`config.mk`:
```
export PLATFORM = sky130hd
export DESIGN_NAME = flash_array_read
export DESIGN_NICKNAME = d
export VERILOG_FILES = /design/src/flash_read_pkg.sv /design/src/pin_sampler.sv /design/src/byte_fifo.sv /design/src/flash_array_read.sv
export SDC_FILE = /design/constraint.sdc
export NUM_CORES = 1
export LEC_CHECK = 0
export ABC_AREA = 0
export BUFFER_PORTS_ARGS = -buffer_cell sky130_fd_sc_hd__buf_2
export CORE_MARGIN = 3
export CORE_UTILIZATION = 40
export DETAILED_ROUTE_END_ITERATION = 8
export GPL_TIMING_DRIVEN = 0
export PLACE_DENSITY_LB_ADDON = 0.12
export SLEW_MARGIN = 20
export SYNTH_ARGS = -nofsm -noshare
export SYNTH_HDL_FRONTEND = slang
export SYNTH_SLANG_ARGS = --single-unit
export TNS_END_PERCENT = 10
```
`constraint.sdc`:
```
create_clock -name ref_clk -period 9 [get_ports ref_clk]
set_input_delay 0.45 -clock ref_clk [delete_from_list [all_inputs] [get_ports ref_clk]]
set_output_delay 0.45 -clock ref_clk [all_outputs]
set_load 0.005 [all_outputs]
```
`src/flash_read_pkg.sv`:
```
// constants shared by the continuous array read command block
`default_nettype none
package flash_read_pkg;
    localparam logic [7:0] OP_READ_LEGACY = 8'he8;
    localparam logic [7:0] OP_READ_FAST2  = 8'h1b;
    localparam logic [7:0] OP_READ_FAST1  = 8'h0b;
    localparam logic [7:0] OP_READ_SLOW   = 8'h03;
    localparam logic [2:0] DUMMY_LEGACY   = 3'h4;
    localparam logic [2:0] DUMMY_FAST2    = 3'h2;
    localparam logic [2:0] DUMMY_FAST1    = 3'h1;
    localparam logic [2:0] DUMMY_SLOW     = 3'h0;
    localparam int         PAGE_BITS      = 13;
    localparam int         BYTE_BITS      = 10;
    localparam int         LOC_BITS       = PAGE_BITS + BYTE_BITS;
    localparam int         ADDR_BITS      = 24;
    localparam logic [1:0] ADDR_LAST_BYTE = 2'h2;
    localparam logic [2:0] BIT_LAST       = 3'h7;
    // 512 mode: 9 byte bits, so the page field starts at address bit 9
    localparam int         BIN_BYTE_BITS  = 9;
    localparam logic [9:0] LAST_BYTE_528  = 10'h20f;
    localparam logic [9:0] LAST_BYTE_512  = 10'h1ff;
    localparam int         FIFO_WIDTH     = 8;
    localparam int         FIFO_DEPTH     = 32;
    localparam logic [7:0] UNDERRUN_BYTE  = 8'hff;
    localparam int         CLK_PERIOD_NS  = 10;

    typedef enum logic [2:0] {
        ST_OPCODE = 3'b000,
        ST_ADDR   = 3'b001,
        ST_DUMMY  = 3'b010,
        ST_DATA   = 3'b011,
        ST_IGNORE = 3'b100
    } rd_state_e;
endpackage
`default_nettype wire

```
`src/pin_sampler.sv`:
```
// registers the serial pins and derives serial clock edge pulses
`default_nettype none
module pin_sampler (
    input  wire logic ref_clk,
    input  wire logic arst_n,
    input  wire logic selN,
    input  wire logic serClk,
    input  wire logic serIn,
    output logic      selQ,
    output logic      sclkRise,
    output logic      sclkFall,
    output logic      siQ
);
    logic selReg;
    logic clkReg;
    logic clkPrevReg;
    logic siReg;

    always_ff @(posedge ref_clk or negedge arst_n) begin
        if (!arst_n) begin
            selReg     <= 1'b1;
            clkReg     <= 1'b0;
            clkPrevReg <= 1'b0;
            siReg      <= 1'b0;
        end else begin
            selReg     <= selN;
            clkReg     <= serClk;
            clkPrevReg <= clkReg;
            siReg      <= serIn;
        end
    end

    // selQ high means deselected
    assign selQ     = selReg;
    assign sclkRise = clkReg & ~clkPrevReg;
    assign sclkFall = ~clkReg & clkPrevReg;
    assign siQ      = siReg;
endmodule
`default_nettype wire

```
`src/byte_fifo.sv`:
```
// flip-flop fifo with valid/ready on both sides and a flush
`default_nettype none
module byte_fifo #(
    parameter int WIDTH = 8,
    parameter int DEPTH = 32
) (
    input  wire logic             ref_clk,
    input  wire logic             arst_n,
    input  wire logic             flush,
    input  wire logic             inValid,
    output logic                  inReady,
    input  wire logic [WIDTH-1:0] inData,
    output logic                  outValid,
    input  wire logic             outReady,
    output logic      [WIDTH-1:0] outData
);
    localparam int PW = $clog2(DEPTH);

    logic [WIDTH-1:0] memReg [DEPTH];
    logic [PW-1:0]    wrReg;
    logic [PW-1:0]    wrNext;
    logic [PW-1:0]    rdReg;
    logic [PW-1:0]    rdNext;
    logic [PW:0]      cntReg;
    logic [PW:0]      cntNext;
    logic             doPush;
    logic             doPop;

    assign inReady  = (cntReg != (PW+1)'(DEPTH));
    assign outValid = (cntReg != '0);
    assign outData  = memReg[rdReg];
    assign doPush   = inValid && inReady && !flush;
    assign doPop    = outReady && outValid && !flush;

    always_comb begin
        wrNext  = wrReg;
        rdNext  = rdReg;
        cntNext = cntReg;
        if (flush) begin
            wrNext  = '0;
            rdNext  = '0;
            cntNext = '0;
        end else begin
            if (doPush) begin
                wrNext = (wrReg == PW'(DEPTH - 1)) ? '0 : wrReg + PW'(1);
            end
            if (doPop) begin
                rdNext = (rdReg == PW'(DEPTH - 1)) ? '0 : rdReg + PW'(1);
            end
            cntNext = cntReg + (PW+1)'(doPush) - (PW+1)'(doPop);
        end
    end

    always_ff @(posedge ref_clk or negedge arst_n) begin
        if (!arst_n) begin
            wrReg  <= '0;
            rdReg  <= '0;
            cntReg <= '0;
        end else begin
            wrReg  <= wrNext;
            rdReg  <= rdNext;
            cntReg <= cntNext;
        end
    end

    // storage needs no reset; only the pointers define what is valid
    always_ff @(posedge ref_clk) begin
        if (doPush) begin
            memReg[wrReg] <= inData;
        end
    end
endmodule
`default_nettype wire

```
`src/flash_array_read.sv`:
```
// serial command decoder and streamer for continuous main-array reads
`default_nettype none
// How it works
// - E8h: three address bytes, four dummy bytes
// - 528 mode: 13 page bits, 10 byte bits
// - 512 mode: 22-bit address, 13 page, 9 byte
// - internal address counter advances, no readdressing
// - after header, one data bit per clock
// - last byte of page continues into next page
// - end of array wraps to first page
// - select rising ends read, output goes tristate
// - array reads never touch the buffers
// - 1Bh: three address bytes, two dummy bytes
// - 0Bh: three address bytes, one dummy byte
// - 03h: data right after third address byte
// - serial clock may idle low or high
// - command starts at select fall, opcode first
// - everything travels most significant bit first
module flash_array_read
    import flash_read_pkg::*;
(
    input  wire logic                      ref_clk,
    input  wire logic                      arst_n,
    input  wire logic                      selN,
    input  wire logic                      serClk,
    input  wire logic                      serIn,
    output logic                           serOut,
    output logic                           serOutEn,
    input  wire logic                      pageBinary,
    output logic                           memReq,
    output logic [flash_read_pkg::PAGE_BITS-1:0] memPage,
    output logic [flash_read_pkg::BYTE_BITS-1:0] memByte,
    input  wire logic                      memRdValid,
    input  wire logic [flash_read_pkg::FIFO_WIDTH-1:0] memRdData
);
    import flash_read_pkg::*;

    function automatic logic [LOC_BITS-1:0] locFrom(input logic [ADDR_BITS-1:0] a, input logic bin);
        if (bin) begin
            return {a[BIN_BYTE_BITS+PAGE_BITS-1:BIN_BYTE_BITS], 1'b0, a[BIN_BYTE_BITS-1:0]};
        end
        return a[LOC_BITS-1:0];
    endfunction

    function automatic logic [LOC_BITS-1:0] locNext(input logic [LOC_BITS-1:0] loc, input logic bin);
        logic [BYTE_BITS-1:0] last;
        last = bin ? LAST_BYTE_512 : LAST_BYTE_528;
        if (loc[BYTE_BITS-1:0] >= last) begin
            // page counter overflows to zero at the array end
            return {loc[LOC_BITS-1:BYTE_BITS] + PAGE_BITS'(1), BYTE_BITS'(0)};
        end
        return {loc[LOC_BITS-1:BYTE_BITS], loc[BYTE_BITS-1:0] + BYTE_BITS'(1)};
    endfunction

    logic                  selQ;
    logic                  sclkRise;
    logic                  sclkFall;
    logic                  siQ;
    rd_state_e             stateReg, stateNext;
    logic [2:0]            bitCntReg, bitCntNext;
    logic [1:0]            byteCntReg, byteCntNext;
    logic [2:0]            dummyLeftReg, dummyLeftNext;
    logic [ADDR_BITS-1:0]  shiftInReg, shiftInNext;
    logic [ADDR_BITS-1:0]  sinNext;
    logic [7:0]            outShiftReg, outShiftNext;
    logic                  serOutReg, serOutNext;
    logic                  serOutEnReg, serOutEnNext;
    logic                  startFetch;
    logic                  fifoPop;
    logic [7:0]            loadByte;
    logic [LOC_BITS-1:0]   locReg, locNext_q;
    logic                  binReg, binNext;
    logic                  fetchOnReg, fetchOnNext;
    logic                  memReqReg, memReqNext;
    logic                  discardReg, discardNext;
    logic                  fifoPush;
    logic                  fifoInReady;
    logic                  fifoOutValid;
    logic [FIFO_WIDTH-1:0] fifoOutData;

    pin_sampler u_pins (
        .ref_clk  (ref_clk),
        .arst_n   (arst_n),
        .selN     (selN),
        .serClk   (serClk),
        .serIn    (serIn),
        .selQ     (selQ),
        .sclkRise (sclkRise),
        .sclkFall (sclkFall),
        .siQ      (siQ)
    );

    // prefetched array bytes; keeps the stream gapless while the array is slow
    byte_fifo #(.WIDTH(FIFO_WIDTH), .DEPTH(FIFO_DEPTH)) u_fifo (
        .ref_clk  (ref_clk),
        .arst_n   (arst_n),
        .flush    (selQ),
        .inValid  (fifoPush),
        .inReady  (fifoInReady),
        .inData   (memRdData),
        .outValid (fifoOutValid),
        .outReady (fifoPop),
        .outData  (fifoOutData)
    );

    assign sinNext  = {shiftInReg[ADDR_BITS-2:0], siQ};
    assign loadByte = fifoOutValid ? fifoOutData : UNDERRUN_BYTE;

    // command header and serial output
    always_comb begin
        stateNext     = stateReg;
        bitCntNext    = bitCntReg;
        byteCntNext   = byteCntReg;
        dummyLeftNext = dummyLeftReg;
        shiftInNext   = shiftInReg;
        outShiftNext  = outShiftReg;
        serOutNext    = serOutReg;
        serOutEnNext  = serOutEnReg;
        startFetch    = 1'b0;
        fifoPop       = 1'b0;
        if (selQ) begin
            // deselect aborts whatever the host left unfinished
            stateNext    = ST_OPCODE;
            bitCntNext   = '0;
            byteCntNext  = '0;
            serOutEnNext = 1'b0;
            serOutNext   = 1'b0;
        end else if (sclkRise) begin
            // data in on rising edges only, so idle level does not matter
            shiftInNext = sinNext;
            bitCntNext  = bitCntReg + 3'd1;
            unique case (stateReg)
                ST_OPCODE: begin
                    if (bitCntReg == BIT_LAST) begin
                        stateNext = ST_ADDR;
                        unique case (sinNext[7:0])
                            OP_READ_LEGACY: dummyLeftNext = DUMMY_LEGACY;
                            OP_READ_FAST2:  dummyLeftNext = DUMMY_FAST2;
                            OP_READ_FAST1:  dummyLeftNext = DUMMY_FAST1;
                            OP_READ_SLOW:   dummyLeftNext = DUMMY_SLOW;
                            default:        stateNext = ST_IGNORE;
                        endcase
                    end
                end
                ST_ADDR: begin
                    if (bitCntReg == BIT_LAST) begin
                        byteCntNext = byteCntReg + 2'd1;
                        if (byteCntReg == ADDR_LAST_BYTE) begin
                            startFetch = 1'b1;
                            stateNext  = (dummyLeftReg == 3'd0) ? ST_DATA : ST_DUMMY;
                        end
                    end
                end
                ST_DUMMY: begin
                    if (bitCntReg == BIT_LAST) begin
                        dummyLeftNext = dummyLeftReg - 3'd1;
                        if (dummyLeftReg == 3'd1) begin
                            stateNext = ST_DATA;
                        end
                    end
                end
                ST_DATA, ST_IGNORE: begin
                end
                default: stateNext = ST_IGNORE;
            endcase
        end else if (sclkFall && stateReg == ST_DATA) begin
            serOutEnNext = 1'b1;
            if (bitCntReg == 3'd0) begin
                fifoPop      = fifoOutValid;
                serOutNext   = loadByte[7];
                outShiftNext = {loadByte[6:0], 1'b0};
            end else begin
                serOutNext   = outShiftReg[7];
                outShiftNext = {outShiftReg[6:0], 1'b0};
            end
        end
    end

    always_ff @(posedge ref_clk or negedge arst_n) begin
        if (!arst_n) begin
            stateReg     <= ST_OPCODE;
            bitCntReg    <= '0;
            byteCntReg   <= '0;
            dummyLeftReg <= '0;
            shiftInReg   <= '0;
            outShiftReg  <= '0;
            serOutReg    <= 1'b0;
            serOutEnReg  <= 1'b0;
        end else begin
            stateReg     <= stateNext;
            bitCntReg    <= bitCntNext;
            byteCntReg   <= byteCntNext;
            dummyLeftReg <= dummyLeftNext;
            shiftInReg   <= shiftInNext;
            outShiftReg  <= outShiftNext;
            serOutReg    <= serOutNext;
            serOutEnReg  <= serOutEnNext;
        end
    end

    // array prefetch; read-only port, the data buffers are never written
    assign fifoPush = memRdValid && memReqReg && !discardReg;

    always_comb begin
        locNext_q   = locReg;
        binNext     = binReg;
        fetchOnNext = fetchOnReg;
        memReqNext  = memReqReg;
        discardNext = discardReg;
        if (memRdValid && memReqReg) begin
            memReqNext  = 1'b0;
            discardNext = 1'b0;
            if (!discardReg) begin
                locNext_q = locNext(locReg, binReg);
            end
        end
        if (selQ) begin
            fetchOnNext = 1'b0;
            // a request in flight cannot be withdrawn, so its answer is dropped
            if (memReqReg && !memRdValid) begin
                discardNext = 1'b1;
            end
        end else if (startFetch) begin
            locNext_q   = locFrom(sinNext, pageBinary);
            binNext     = pageBinary;
            fetchOnNext = 1'b1;
        end else if (fetchOnReg && !memReqReg && fifoInReady) begin
            memReqNext = 1'b1;
        end
    end

    always_ff @(posedge ref_clk or negedge arst_n) begin
        if (!arst_n) begin
            locReg     <= '0;
            binReg     <= 1'b0;
            fetchOnReg <= 1'b0;
            memReqReg  <= 1'b0;
            discardReg <= 1'b0;
        end else begin
            locReg     <= locNext_q;
            binReg     <= binNext;
            fetchOnReg <= fetchOnNext;
            memReqReg  <= memReqNext;
            discardReg <= discardNext;
        end
    end

    assign serOut   = serOutReg;
    assign serOutEn = serOutEnReg;
    assign memReq   = memReqReg;
    assign memPage  = locReg[LOC_BITS-1:BYTE_BITS];
    assign memByte  = locReg[BYTE_BITS-1:0];

    // checks
    logic [PAGE_BITS-1:0] pg528;
    logic [PAGE_BITS-1:0] pg512;
    logic [PAGE_BITS-1:0] curPage;
    logic [BYTE_BITS-1:0] lastByte;
    logic                 headerBit;
    logic                 lastRise;
    assign pg528     = sinNext[LOC_BITS-1:BYTE_BITS];
    assign pg512     = sinNext[BIN_BYTE_BITS+PAGE_BITS-1:BIN_BYTE_BITS];
    assign curPage   = locReg[LOC_BITS-1:BYTE_BITS];
    assign lastByte  = binReg ? LAST_BYTE_512 : LAST_BYTE_528;
    assign headerBit = fifoOutData[7];
    assign lastRise  = !selQ && sclkRise && bitCntReg == BIT_LAST;
endmodule
`default_nettype wire

```
Yosys cells after proc, flatten, opt, wreduce, memory -nomap -nowiden
Memory sizes are Yosys's and may differ from the RTL's.
Cells that the tools add are included.
{"block": "word_totals", "elab_cells": 167, "ram_bits": 256, "n_memories": 1, "reg_bits": 90, "out_inout_bits": 26, "inputBits": 15}
{"memory": "u_fifo.memReg", "words": 32, "width": 8, "rd": 1, "rd_clocked_by_memory_dff": 0, "wr": 1, "line_no": "byte_fifo.sv:19", "rtl": "logic [WIDTH-1:0] memReg [DEPTH];"}
{"block": "classes", "mux": 71, "reduce_logical": 35, "eq_ne": 24, "bitwise": 6, "magnitude_cmp": 1, "n_addsub": 9}
{"operator": "23-bit 2-to-1 mux", "count": 8}
{"operator": "3-bit 2-to-1 mux", "count": 12}
{"operator": "1-bit 2-to-1 mux", "count": 34}
{"operator": "5-bit 2-to-1 mux", "count": 6}
{"operator": "3-bit case mux with 4 select lines", "count": 2}
{"operator": "8-bit 2-to-1 mux", "count": 2}
{"operator": "2-bit nonzero test", "count": 8}
{"operator": "3-bit by 2-bit != test with 1-bit output, second input constant", "count": 5}
{"operator": "13-bit by 1-bit adder with 13-bit output, second input constant", "count": 1}
{"operator": "10-bit by 1-bit adder with 10-bit output, second input constant", "count": 1}
{"operator": "5-bit by 1-bit adder with 5-bit output, second input constant", "count": 2}
{"operator": "5-bit == test, second input constant", "count": 2}
{"operator": "10-bit >= comparator", "count": 1}
{"operator": "1-bit logical AND", "count": 10}
{"operator": "10-bit 2-to-1 mux", "count": 1}
{"operator": "3-bit zero test", "count": 3}
{"operator": "8-bit by 2-bit == test with 1-bit output, second input constant", "count": 1}
{"operator": "8-bit by 4-bit == test with 1-bit output, second input constant", "count": 1}
{"operator": "8-bit by 5-bit == test with 1-bit output, second input constant", "count": 1}
{"operator": "8-bit == test, second input constant", "count": 1}
{"operator": "2-bit 2-to-1 mux", "count": 4}
{"operator": "7-bit AND reduction", "count": 1}
{"operator": "6-bit by 1-bit adder with 6-bit output", "count": 1}
{"operator": "3-bit by 1-bit == test with 1-bit output, second input constant", "count": 2}
{"operator": "other kinds (22)", "count": 36}

Logic depth before layout (Yosys ltp)
Gate-level depths: netlist (run 1).
{"block": "logic_depth", "ltp_word": 11, "depth_mapped": 14, "ltp_nobuf": 13}

Cells and area by module
A second synthesis (run 1) with hierarchy kept.
{"block": "unflattened", "hier_cells": 1027, "area_unflattened_um2": 15015.7}
{"module": "byte_fifo", "seq_area_each_um2": 8087.8, "instances": 1, "cells_per_inst": 633, "area_per_inst_um2": 11090.6}
{"module": "flash_array_read", "seq_area_each_um2": 1726.7, "instances": 1, "cells_per_inst": 388, "area_per_inst_um2": 3808.7}
{"module": "pin_sampler", "seq_area_each_um2": 101.3, "instances": 1, "cells_per_inst": 6, "area_per_inst_um2": 116.4}

Worst setup path after synthesis (run 1)
No wires, ideal clock.
{"block": "synth_timing", "kind": "reg2reg", "startpoint": "register stateReg[2]", "endpoint": "register u_fifo.cntReg[5]", "path_stages_with_launch": 14, "required_time_ps": 8931, "setup_slack_ps": 5871, "synth_period_minus_slack_ps": 3129, "n_path_buf": 2, "setup_ps": 69, "arrival_time_ps": 3061, "cell_sequence": "dfrtp_1 > buf_6 > or4b_4 > or2_1 > buf_6 > nor3_4 > ha_1 > inv_1 > ha_1 > a21o_1 > a21oi_1 > o21bai_1 > or4_1 > nand3_1"}
{"block": "synth_between", "elab_chain_cells": 9}
{"element": "from (decl)", "line_no": "flash_array_read.sv:59", "rtl": "rd_state_e stateReg, stateNext;"}
{"element": "from (signal assigned)", "line_no": "flash_array_read.sv:190", "rtl": "stateReg <= stateNext;"}
{"element": "3-bit by 2-bit == test with 1-bit output", "line_no": "flash_array_read.sv:166", "rtl": "end else if (sclkFall && stateReg == ST_DATA) begin"}
{"element": "1-bit logical AND", "line_no": "flash_array_read.sv:166"}
{"element": "1-bit 2-to-1 mux", "line_no": "flash_array_read.sv:166"}
{"element": "1-bit 2-to-1 mux", "line_no": "flash_array_read.sv:128", "rtl": "end else if (sclkRise) begin"}
{"element": "1-bit 2-to-1 mux", "line_no": "flash_array_read.sv:121", "rtl": "if (selQ) begin"}
{"element": "1-bit logical AND (2 in series)", "line_no": "byte_fifo.sv:33", "rtl": "assign doPop = outReady && outValid && !flush;"}
{"element": "6-bit by 1-bit subtractor with 6-bit output", "line_no": "byte_fifo.sv:50", "rtl": "cntNext = cntReg + (PW+1)'(doPush) - (PW+1)'(doPop);"}
{"element": "6-bit 2-to-1 mux", "line_no": "byte_fifo.sv:39", "rtl": "if (flush) begin"}
{"element": "named net u_fifo.cntNext[5]", "line_no": "byte_fifo.sv:25", "rtl": "logic [PW:0] cntNext;"}
{"element": "to (signal assigned)", "line_no": "byte_fifo.sv:62", "rtl": "cntReg <= cntNext;"}
{"element": "to (decl)", "line_no": "byte_fifo.sv:24", "rtl": "logic [PW:0] cntReg;"}
The timed path passes the listed nets, and every way through them passes these cells.
A chain may end at the register's enable or synchronous reset.

Worst setup path in the final report (run 1)
{"block": "layout_timing", "startpoint": "register u_pins.selReg (netlist: u_pins.selQ)", "endpoint": "register u_fifo.cntReg[5]"}
{"block": "layout_between", "elab_chain_cells": 5, "elab_cells_between_ends": 8, "classes_between": "add/sub: 2; mux: 2; reduce/logical: 4"}
{"element": "from (decl)", "line_no": "pin_sampler.sv:14", "rtl": "logic selReg;"}
{"element": "from (signal assigned)", "line_no": "pin_sampler.sv:26", "rtl": "selReg <= selN;"}
{"element": "1-bit zero test or 1-bit 2-to-1 mux (tied branches)", "line_no": "byte_fifo.sv:32, byte_fifo.sv:33, flash_array_read.sv:121"}
{"element": "1-bit logical AND, on equally long branches", "line_no": "byte_fifo.sv:32, byte_fifo.sv:33"}
{"element": "6-bit by 1-bit adder with 6-bit output or 1-bit logical AND (tied branches)", "line_no": "byte_fifo.sv:50, byte_fifo.sv:33"}
{"element": "6-bit by 1-bit subtractor with 6-bit output", "line_no": "byte_fifo.sv:50"}
{"element": "6-bit 2-to-1 mux *", "line_no": "byte_fifo.sv:39"}
{"element": "named net u_fifo.cntNext[5]", "line_no": "byte_fifo.sv:25"}
Mark *: on every way through the listed nets, which the timed path passes. The rest lies on a longest branch.

==> load_flow_metrics.sql, run 1 <==
INSERT INTO impl_metrics (metric_group, metric, value, unit) VALUES
('status', 'run_status', 'finished, final reports clean', ''),
('synthesis', 'post_synth_instance_area', '14900', 'sq um'),
('synthesis', 'syn_area_per_cell', '15.9', 'sq um'),
('floorplan', 'die_h', '199', 'um'),
('timing', 'setup-violations-final', '0', ''),
('timing', 'layout_worst_path_cycle_share', '38.8', '%'),
('floorplan', 'row_count', '70', ''),
('clock_network', 'clkTransAtPathRegs', '0.06', 'ns'),
('critical_path', 'critical_path.reg2reg.endpoint', 'u_fifo.cntReg[5]$_DFF_PN0_', ''),
('route', 'vias', '8405', ''),
('timing', 'unrepaired_setup_endpoints_after_global_routing', 'false', ''),
('placed_design', 'hpwlAfterDp', '22200', 'um'),
('min_path', 'hold-path-cell-count', '1', ''),
('global_routing', 'grt_use_total', '17.4', '%'),
('critical_path', 'timing.critical_path.fanout_max', '9', ''),
('clock_network', 'post_cts_resize_count', '0', ''),
('placed_design', 'io_buffers', '39', ''),
('floorplan', 'die_width', '199', 'um'),
('synthesis', 'synth_top_flop_cell', 'sky130_fd_sc_hd__edfxtp_1', ''),
('critical_path', 'worst-r2r-setup-slack', '5.51', 'ns'),
('clock_network', 'post_cts_buffers', '0', ''),
('cells_and_area', 'syn_to_final_growth', '13.6', '%'),
('pwr', 'static-leakage-power', '5.81', 'nW'),
('synthesis', 'postSynthCellCount', '938', ''),
('synthesis', 'synthDominantAreaCellType', 'sky130_fd_sc_hd__edfxtp_1', ''),
('critical_path', 'crit_type', 'reg -> reg', ''),
('synthesis', 'synth-edff-count', '256', ''),
('synthesis', 'postSynthNetCount', '985', ''),
('clock_network', 'cts_buffers', '38', ''),
('cells_and_area', 'regArea', '9920', 'sq um'),
('job', 'cap_violations', '0', ''),
('cells_and_area', 'final_net_count', '1066', ''),
('global_routing', 'grt_antenna_before_repair', '0', ''),
('floorplan', 'io_pins', '41', ''),
('route', 'firstDrtPassIters', '5', ''),
('floorplan', 'die_area', '39600', 'sq um'),
('min_path', 'hold_path_end', 'u_pins.siQ$_DFF_PN0_', ''),
('min_path', 'hold_path.startpoint', 'serIn', ''),
('min_path', 'worst_hold_path_type', 'in -> reg', ''),
('global_routing', 'grt_overflow_total', '0', ''),
('critical_path', 'critical_path.startpoint_type', 'flip-flop', ''),
('cells_and_area', 'drive_above_1_share', '20.6', '%'),
('cells_and_area', 'finalInstanceArea', '16900', 'sq um'),
('timing', 'final.min_clock_period', '3.49', 'ns'),
('synthesis', 'synth_sequential_area_ratio', '66.5', '%'),
('critical_path', 'rr_startpoint', 'u_pins.selQ$_DFF_PN1_', ''),
('pwr', 'finalPower', '3.38', 'mW'),
('critical_path', 'worst_r2r_path_depth', '13', ''),
('synthesis', 'netlist_top_cells_area', 'sky130_fd_sc_hd__edfxtp_1 (52%), sky130_fd_sc_hd__dfrtp_1 (15%), sky130_fd_sc_hd__mux4_2 (11%)', ''),
('global_routing', 'first_global_vias', '8501', ''),
('floorplan', 'floorplan.initialDensity', '40.6', '%'),
('route', 'avgViaCountPerCell', '5.54', ''),
('cells_and_area', 'stdcell_count', '1516', ''),
('cells_and_area', 'antenna_fix_cells', '0', ''),
('timing', 'max-slew-margin-rel', '25.1', '%'),
('clock_network', 'cts_htree_levels', '2', ''),
('route', 'wire_per_inst', '22.1', 'um'),
('placed_design', 'placement.cell_area', '15700', 'sq um'),
('global_routing', 'global_route_wire_length_before_repair', '52200', 'um'),
('placed_design', 'gp_routability_congestion', '0.839', ''),
('critical_path', 'worst_setup_path_startpoint', 'u_pins.selQ$_DFF_PN1_', ''),
('synthesis', 'yosysWarningCount', '0', ''),
('synthesis', 'synth_largest_type_area_fraction', '51.5', '%'),
('timing', 'max_slew.worst_pin.slew', '1.12', 'ns'),
('clock_network', 'cts_hold_buffers', '1', ''),
('pwr', 'highest_ir_drop_seen_on_vdd', '157', 'uV'),
('timing', 'drv_slew', '0', ''),
('clock_network', 'cts.root.buffer_cell', 'sky130_fd_sc_hd__clkbuf_16', ''),
('clock_network', 'clk-insertion-delay-late', '0.54', 'ns'),
('pwr', 'power-per-cell-area', '200', 'nW/um^2'),
('critical_path', 'worst-endpoint-arrival', '3.95', 'ns');
-- layout by cell type (no fill, tap or decap), drive strengths merged, types with 6 or more instances in the layout --
cell type / instances
edfxtp: 256
dfrtp: 88
clkbuf: 79
mux4: 71
nor2: 69
buf: 55
nand2: 47
ha: 31
mux2: 29
inv: 26
o21ai: 22
nand3: 18
a31oi: 17
clkinv: 17
nor2b: 16
a21oi: 14
nor3: 13
and3: 12
a211oi: 12
o31ai: 12
or3: 11
o22ai: 11
mux2i: 10
xnor2: 9
nand4: 8
nand2b: 7
o221ai: 7
nand3b: 6
or4: 6
-- report_power, final --
part	switching, mW	total, mW	internal, mW
registers	0.0370	1.77	1.74
logic	0.0598	0.103	0.0435
clock network	0.628	1.51	0.879
total	0.725	3.38	2.66
-- critical path, cell delays in order (launching register included) --
cell                       delay, ns
sky130_fd_sc_hd__dfstp_2        0.36
sky130_fd_sc_hd__clkbuf_1       0.21
sky130_fd_sc_hd__or4b_4         0.58
sky130_fd_sc_hd__or2_1          0.24
sky130_fd_sc_hd__buf_6          0.14
sky130_fd_sc_hd__nor3_4         0.34
sky130_fd_sc_hd__ha_1           0.21
sky130_fd_sc_hd__inv_1          0.06
sky130_fd_sc_hd__ha_1           0.29
sky130_fd_sc_hd__a21o_1         0.16
sky130_fd_sc_hd__a21oi_1        0.23
sky130_fd_sc_hd__o21bai_1       0.12
sky130_fd_sc_hd__or4_1          0.40
sky130_fd_sc_hd__nand3_1        0.09
-- layout make-up --
| type | instances | share of cell area [%] |
|---|---|---|
| Buffer | 45 | 1.18 |
| Clock buffer | 49 | 5.92 |
| Clock inverter | 20 | 1.17 |
| Inverter | 27 | 0.598 |
| Multi-Input combinational cell | 521 | 27.7 |
| Sequential cell | 345 | 58.5 |
| Tap cell | 468 | 3.46 |
| Timing Repair Buffer | 41 | 1.41 |
-- worst max path at each step --
stage,endpoint,slack [ns]
2_1_floorplan,u_fifo.cntReg[5]$_DFF_PN0_,5.87
3_3_place_gp,u_fifo.cntReg[5]$_DFF_PN0_,5.50
3_5_place_dp,u_fifo.cntReg[5]$_DFF_PN0_,5.48
4_1_cts,u_fifo.cntReg[5]$_DFF_PN0_,5.49
5_1_grt,u_fifo.cntReg[5]$_DFF_PN0_,5.27
6_report,u_fifo.cntReg[5]$_DFF_PN0_,5.51
-- routing by layer --
layer | global-route usage, % | up-vias | part of all wire, %
met2 | 27.7 | 200 | 47
li1 | - | 3860 | -
met1 | 25.3 | 4288 | 47
met3 | 2.61 | 57 | 4.4
met5 | 0 | - | 0
met4 | 4.55 | 0 | 2.2
-- synth_stat cells (all sizes together) (15+ instances only) --
cell / number
clkbuf: 30
nor2: 69
nor2b: 16
inv: 25
ha: 31
nand2: 47
a31oi: 17
buf: 15
edfxtp: 256
dfrtp: 88
mux2: 29
nand3: 18
o21ai: 22
mux4: 71
-- stage by stage --
step | utilization, % | hold slack [ns]
5_1_grt | 46.2 | 0.00914
2_1_floorplan | - | 0.154
3_5_place_dp | 42.9 | 0.414
3_3_place_gp | 42.8 | 0.479
4_1_cts | 46.2 | 0.00690
6_report | 46.2 | 0.0314
-- state kept, by name, summed over array words and instances, names as in the netlist, 2 cells and up, named ones only --
name	cells
u_fifo.memReg	256
locReg	23
shiftInReg	22
outShiftReg	7
u_fifo.cntReg	6
u_fifo.rdReg	5
u_fifo.wrReg	5
bitCntReg	3
dummyLeftReg	3
stateReg	3
byteCntReg	2
-- cell families after synthesis --
| family | Yosys count | share of synthesized area, % |
|---|---|---|
| adder cells (fa/ha/maj) | 32 | 2.73 |
| AND/OR/NAND/NOR | 243 | 8.70 |
| XOR/XNOR | 13 | 0.763 |
| AO/OA/AOI/OAI | 123 | 5.72 |
| buffers and inverters | 72 | 2.02 |
| multiplexers | 110 | 13.6 |
| flip-flops | 345 | 66.5 |
No activity file was read; power rests on OpenSTA's default activity.
==> run 2: changes to the inputs <==
Clock period 9 ns to 3.4 ns, I/O delays scaled along.
==> load_flow_metrics.sql, run 2 (synthesized netlist as in run 1, its figures left out) <==
INSERT INTO impl_metrics (metric_group, metric, value, unit) VALUES
('timing', 'unrepaired_setup_endpoints_after_global_routing', 'false', ''),
('cells_and_area', 'layout_top_registers', 'u_fifo.memReg (256), locReg (23), shiftInReg (22)', ''),
('clock_network', 'clk-insertion-delay-late', '0.54', 'ns'),
('route', 'wire_per_inst', '22.1', 'um'),
('critical_path', 'timing.critical_path.fanout_max', '9', ''),
('route', 'vias', '8417', ''),
('critical_path', 'worst_path_largest_cell_delay', '0.91', 'ns'),
('floorplan', 'die_h', '199', 'um'),
('timing', 'max_freq', '315', 'MHz'),
('route', 'drc', '0', ''),
('cells_and_area', 'drive_above_1_share', '20.7', '%'),
('timing', 'sum_of_negative_setup_slack', '0', 'ns'),
('critical_path', 'crit_chain', 'and3b_1 > clkbuf_1 > and3_1 > clkbuf_1 > nand2_1 > nor2_1', ''),
('status', 'run_status', 'finished, final reports clean', ''),
('timing', 'fin_worst_skew', '0.0224', 'ns'),
('cells_and_area', 'most-common-layout-cells', 'sky130_fd_sc_hd__edfxtp_1 (256), sky130_fd_sc_hd__dfrtp_1 (88), sky130_fd_sc_hd__mux4_2 (71), sky130_fd_sc_hd__nor2_1 (69), sky130_fd_sc_hd__nand2_1 (47)', ''),
('floorplan', 'die_area', '39600', 'sq um'),
('placed_design', 'gp_routability_congestion', '0.839', ''),
('placed_design', 'dp.cells', '1446', ''),
('floorplan', 'fp.coreArea', '36700', 'sq um'),
('clock_network', 'tritoncts_num_sinks', '345', ''),
('timing', 'final.min_clock_period', '3.18', 'ns'),
('placed_design', 'placement.cell_area', '15700', 'sq um'),
('timing', 'max_slew.worst_pin.slew', '1.08', 'ns'),
('min_path', 'worst_hold_path_type', 'in -> async', ''),
('cells_and_area', 'stdcell_count', '1520', ''),
('floorplan', 'row_count', '70', ''),
('clock_network', 'tritoncts', 'yes', ''),
('pwr', 'finalPower', '8.96', 'mW'),
('critical_path', 'worst_setup_path_end_kind', 'flip-flop', ''),
('route', 'avgViaCountPerCell', '5.54', ''),
('placed_design', 'hpwlAfterDp', '22200', 'um'),
('clock_network', 'cts-root-to-sink-buffers', '3', ''),
('global_routing', 'grt_overflow_total', '0', ''),
('critical_path', 'worst-endpoint-arrival', '3.33', 'ns'),
('cells_and_area', 'syn_to_final_growth', '13.9', '%'),
('global_routing', 'grt_max_degree', '48', ''),
('floorplan', 'die_width', '199', 'um'),
('critical_path', 'crit_type', 'reg -> reg', ''),
('pwr', 'power-per-cell-area', '527', 'nW/um^2'),
('cells_and_area', 'largest-register', 'u_fifo.memReg', ''),
('timing', 'max-slew-margin-rel', '28.0', '%'),
('timing', 'drv_slew', '0', ''),
('job', 'cap_violations', '0', ''),
('timing', 'finalHoldWorstSlack', '0.146', 'ns'),
('timing', 'layout_worst_path_cycle_share', '93.4', '%'),
('critical_path', 'critical_path_s_most_frequent_cell', 'sky130_fd_sc_hd__clkbuf_1', ''),
('timing', 'setup-violations-final', '0', ''),
('cells_and_area', 'antenna_fix_cells', '0', ''),
('cells_and_area', 'finalInstanceArea', '17000', 'sq um'),
('critical_path', 'worstPathBufferInverterCount', '2', ''),
('cells_and_area', 'largest_reg_flops', '256', ''),
('timing', 'report.final.hold_viol_count', '0', ''),
('critical_path', 'critical_path.slowest_cell', 'sky130_fd_sc_hd__nor2_1', ''),
('floorplan', 'floorplan.initialDensity', '40.6', '%'),
('route', 'wl', '33600', 'um'),
('global_routing', 'global_route_wire_length_before_repair', '52200', 'um'),
('global_routing', 'first_global_vias', '8498', ''),
('global_routing', 'grt_antenna_before_repair', '0', ''),
('critical_path', 'worstPathRequired', '3.55', 'ns'),
('critical_path', 'crit_family', 'simple AND/OR/NAND/NOR gates', ''),
('pwr', 'static-leakage-power', '5.83', 'nW'),
('route', 'firstDrtPassIters', '5', ''),
('cells_and_area', 'mostFrequentLayoutCell', 'sky130_fd_sc_hd__edfxtp_1', ''),
('pwr', 'highest_ir_drop_seen_on_vdd', '413', 'uV'),
('clock_network', 'cts_buffers', '38', ''),
('global_routing', 'grt_use_total', '17.4', '%'),
('route', 'post_drt_antenna_nets', '0', ''),
('clock_network', 'cts.root.buffer_cell', 'sky130_fd_sc_hd__clkbuf_16', ''),
('clock_network', 'cts_htree_levels', '2', ''),
('placed_design', 'io_buffers', '39', ''),
('cells_and_area', 'final_net_count', '1070', ''),
('clock_network', 'clkTransAtPathRegs', '0.06', 'ns'),
('route', 'dr.first_iter.drc_count', '640', ''),
('critical_path', 'critical_path.startpoint_type', 'flip-flop', ''),
('floorplan', 'io_pins', '41', '');
-- run 2: changes by cell type in the layout (fill, tap and decap cells not counted), sizes merged --
cell         delta
dlygate4sd3     +4
buf             +1
clkbuf          -1
-- run 2: what timing repair did --
item / in CTS / in global routing
endpoints found under the hold margin: 93 / 0
hold buffers: 5 / 0
resized for setup: 0 / 1
endpoints found under the setup margin: 2 / 1
buffers inserted: 1 / 0
pin swaps: 1 / 0
-- run 2: cell type report --
cell class              count  area [sq um]
fillers                  3237         19700
clock inverters            20           198
multi-input cells         521          4700
flip-flops and latches    345          9920
well taps                 468           586
inverters                  27           101
clock buffers              49          1000
repair buffers             46           287
plain buffers              44           196
-- run 2: path summary, 6_finish.rpt --
kind | from | to | depth (start not counted) | slack [ns]
worst max-delay path | memReq$_DFF_PN0_ | u_fifo.memReg[6][4]$_DFFE_PP_ | 6 | 0.22
worst min register to register | dummyLeftReg[1]$_DFFE_PN0P_ | dummyLeftReg[1]$_DFFE_PN0P_ | 1 | 0.49
max in group asynchronous | arst_n | u_pins.selQ$_DFF_PN1_ | 3 | 2.64
worst max register to register | memReq$_DFF_PN0_ | u_fifo.memReg[6][4]$_DFFE_PP_ | 6 | 0.22
worst min-delay path | arst_n | byteCntReg[1]$_DFFE_PN0P_ | 2 | 0.15
min in group ref_clk | memRdData[0] | u_fifo.memReg[29][0]$_DFFE_PP_ | 1 | 0.16
-- run 2: stage by stage --
stage | setup WS (ns) | util (%)
6_report | 0.223 | 46.3
5_1_grt | 0.0709 | 46.3
4_1_cts | 0.0743 | 46.3
3_5_place_dp | -0.117 | 42.9
3_3_place_gp | -0.101 | 42.8
2_1_floorplan | 0.271 | -
-- run 2: report_power, final --
| part | internal, mW | leakage [nW] | total (mW) | switching [mW] |
|---|---|---|---|---|
| combinational | 0.118 | 1.77 | 0.274 | 0.157 |
| clock | 2.33 | 0.590 | 3.99 | 1.66 |
| sequential | 4.60 | 3.47 | 4.70 | 0.0993 |
| total | 7.04 | 5.83 | 8.96 | 1.91 |
-- run 2: per-layer routing --
metal | routed length (um) | share of wire [%] | vias to the layer above | global-route usage (%)
li1 | - | - | 3865 | -
met1 | 15500 | 46 | 4299 | 25.3
met2 | 15700 | 47 | 199 | 27.6
met3 | 1650 | 4.9 | 54 | 2.61
met4 | 705 | 2.1 | 0 | 4.55
met5 | 0 | 0 | - | 0
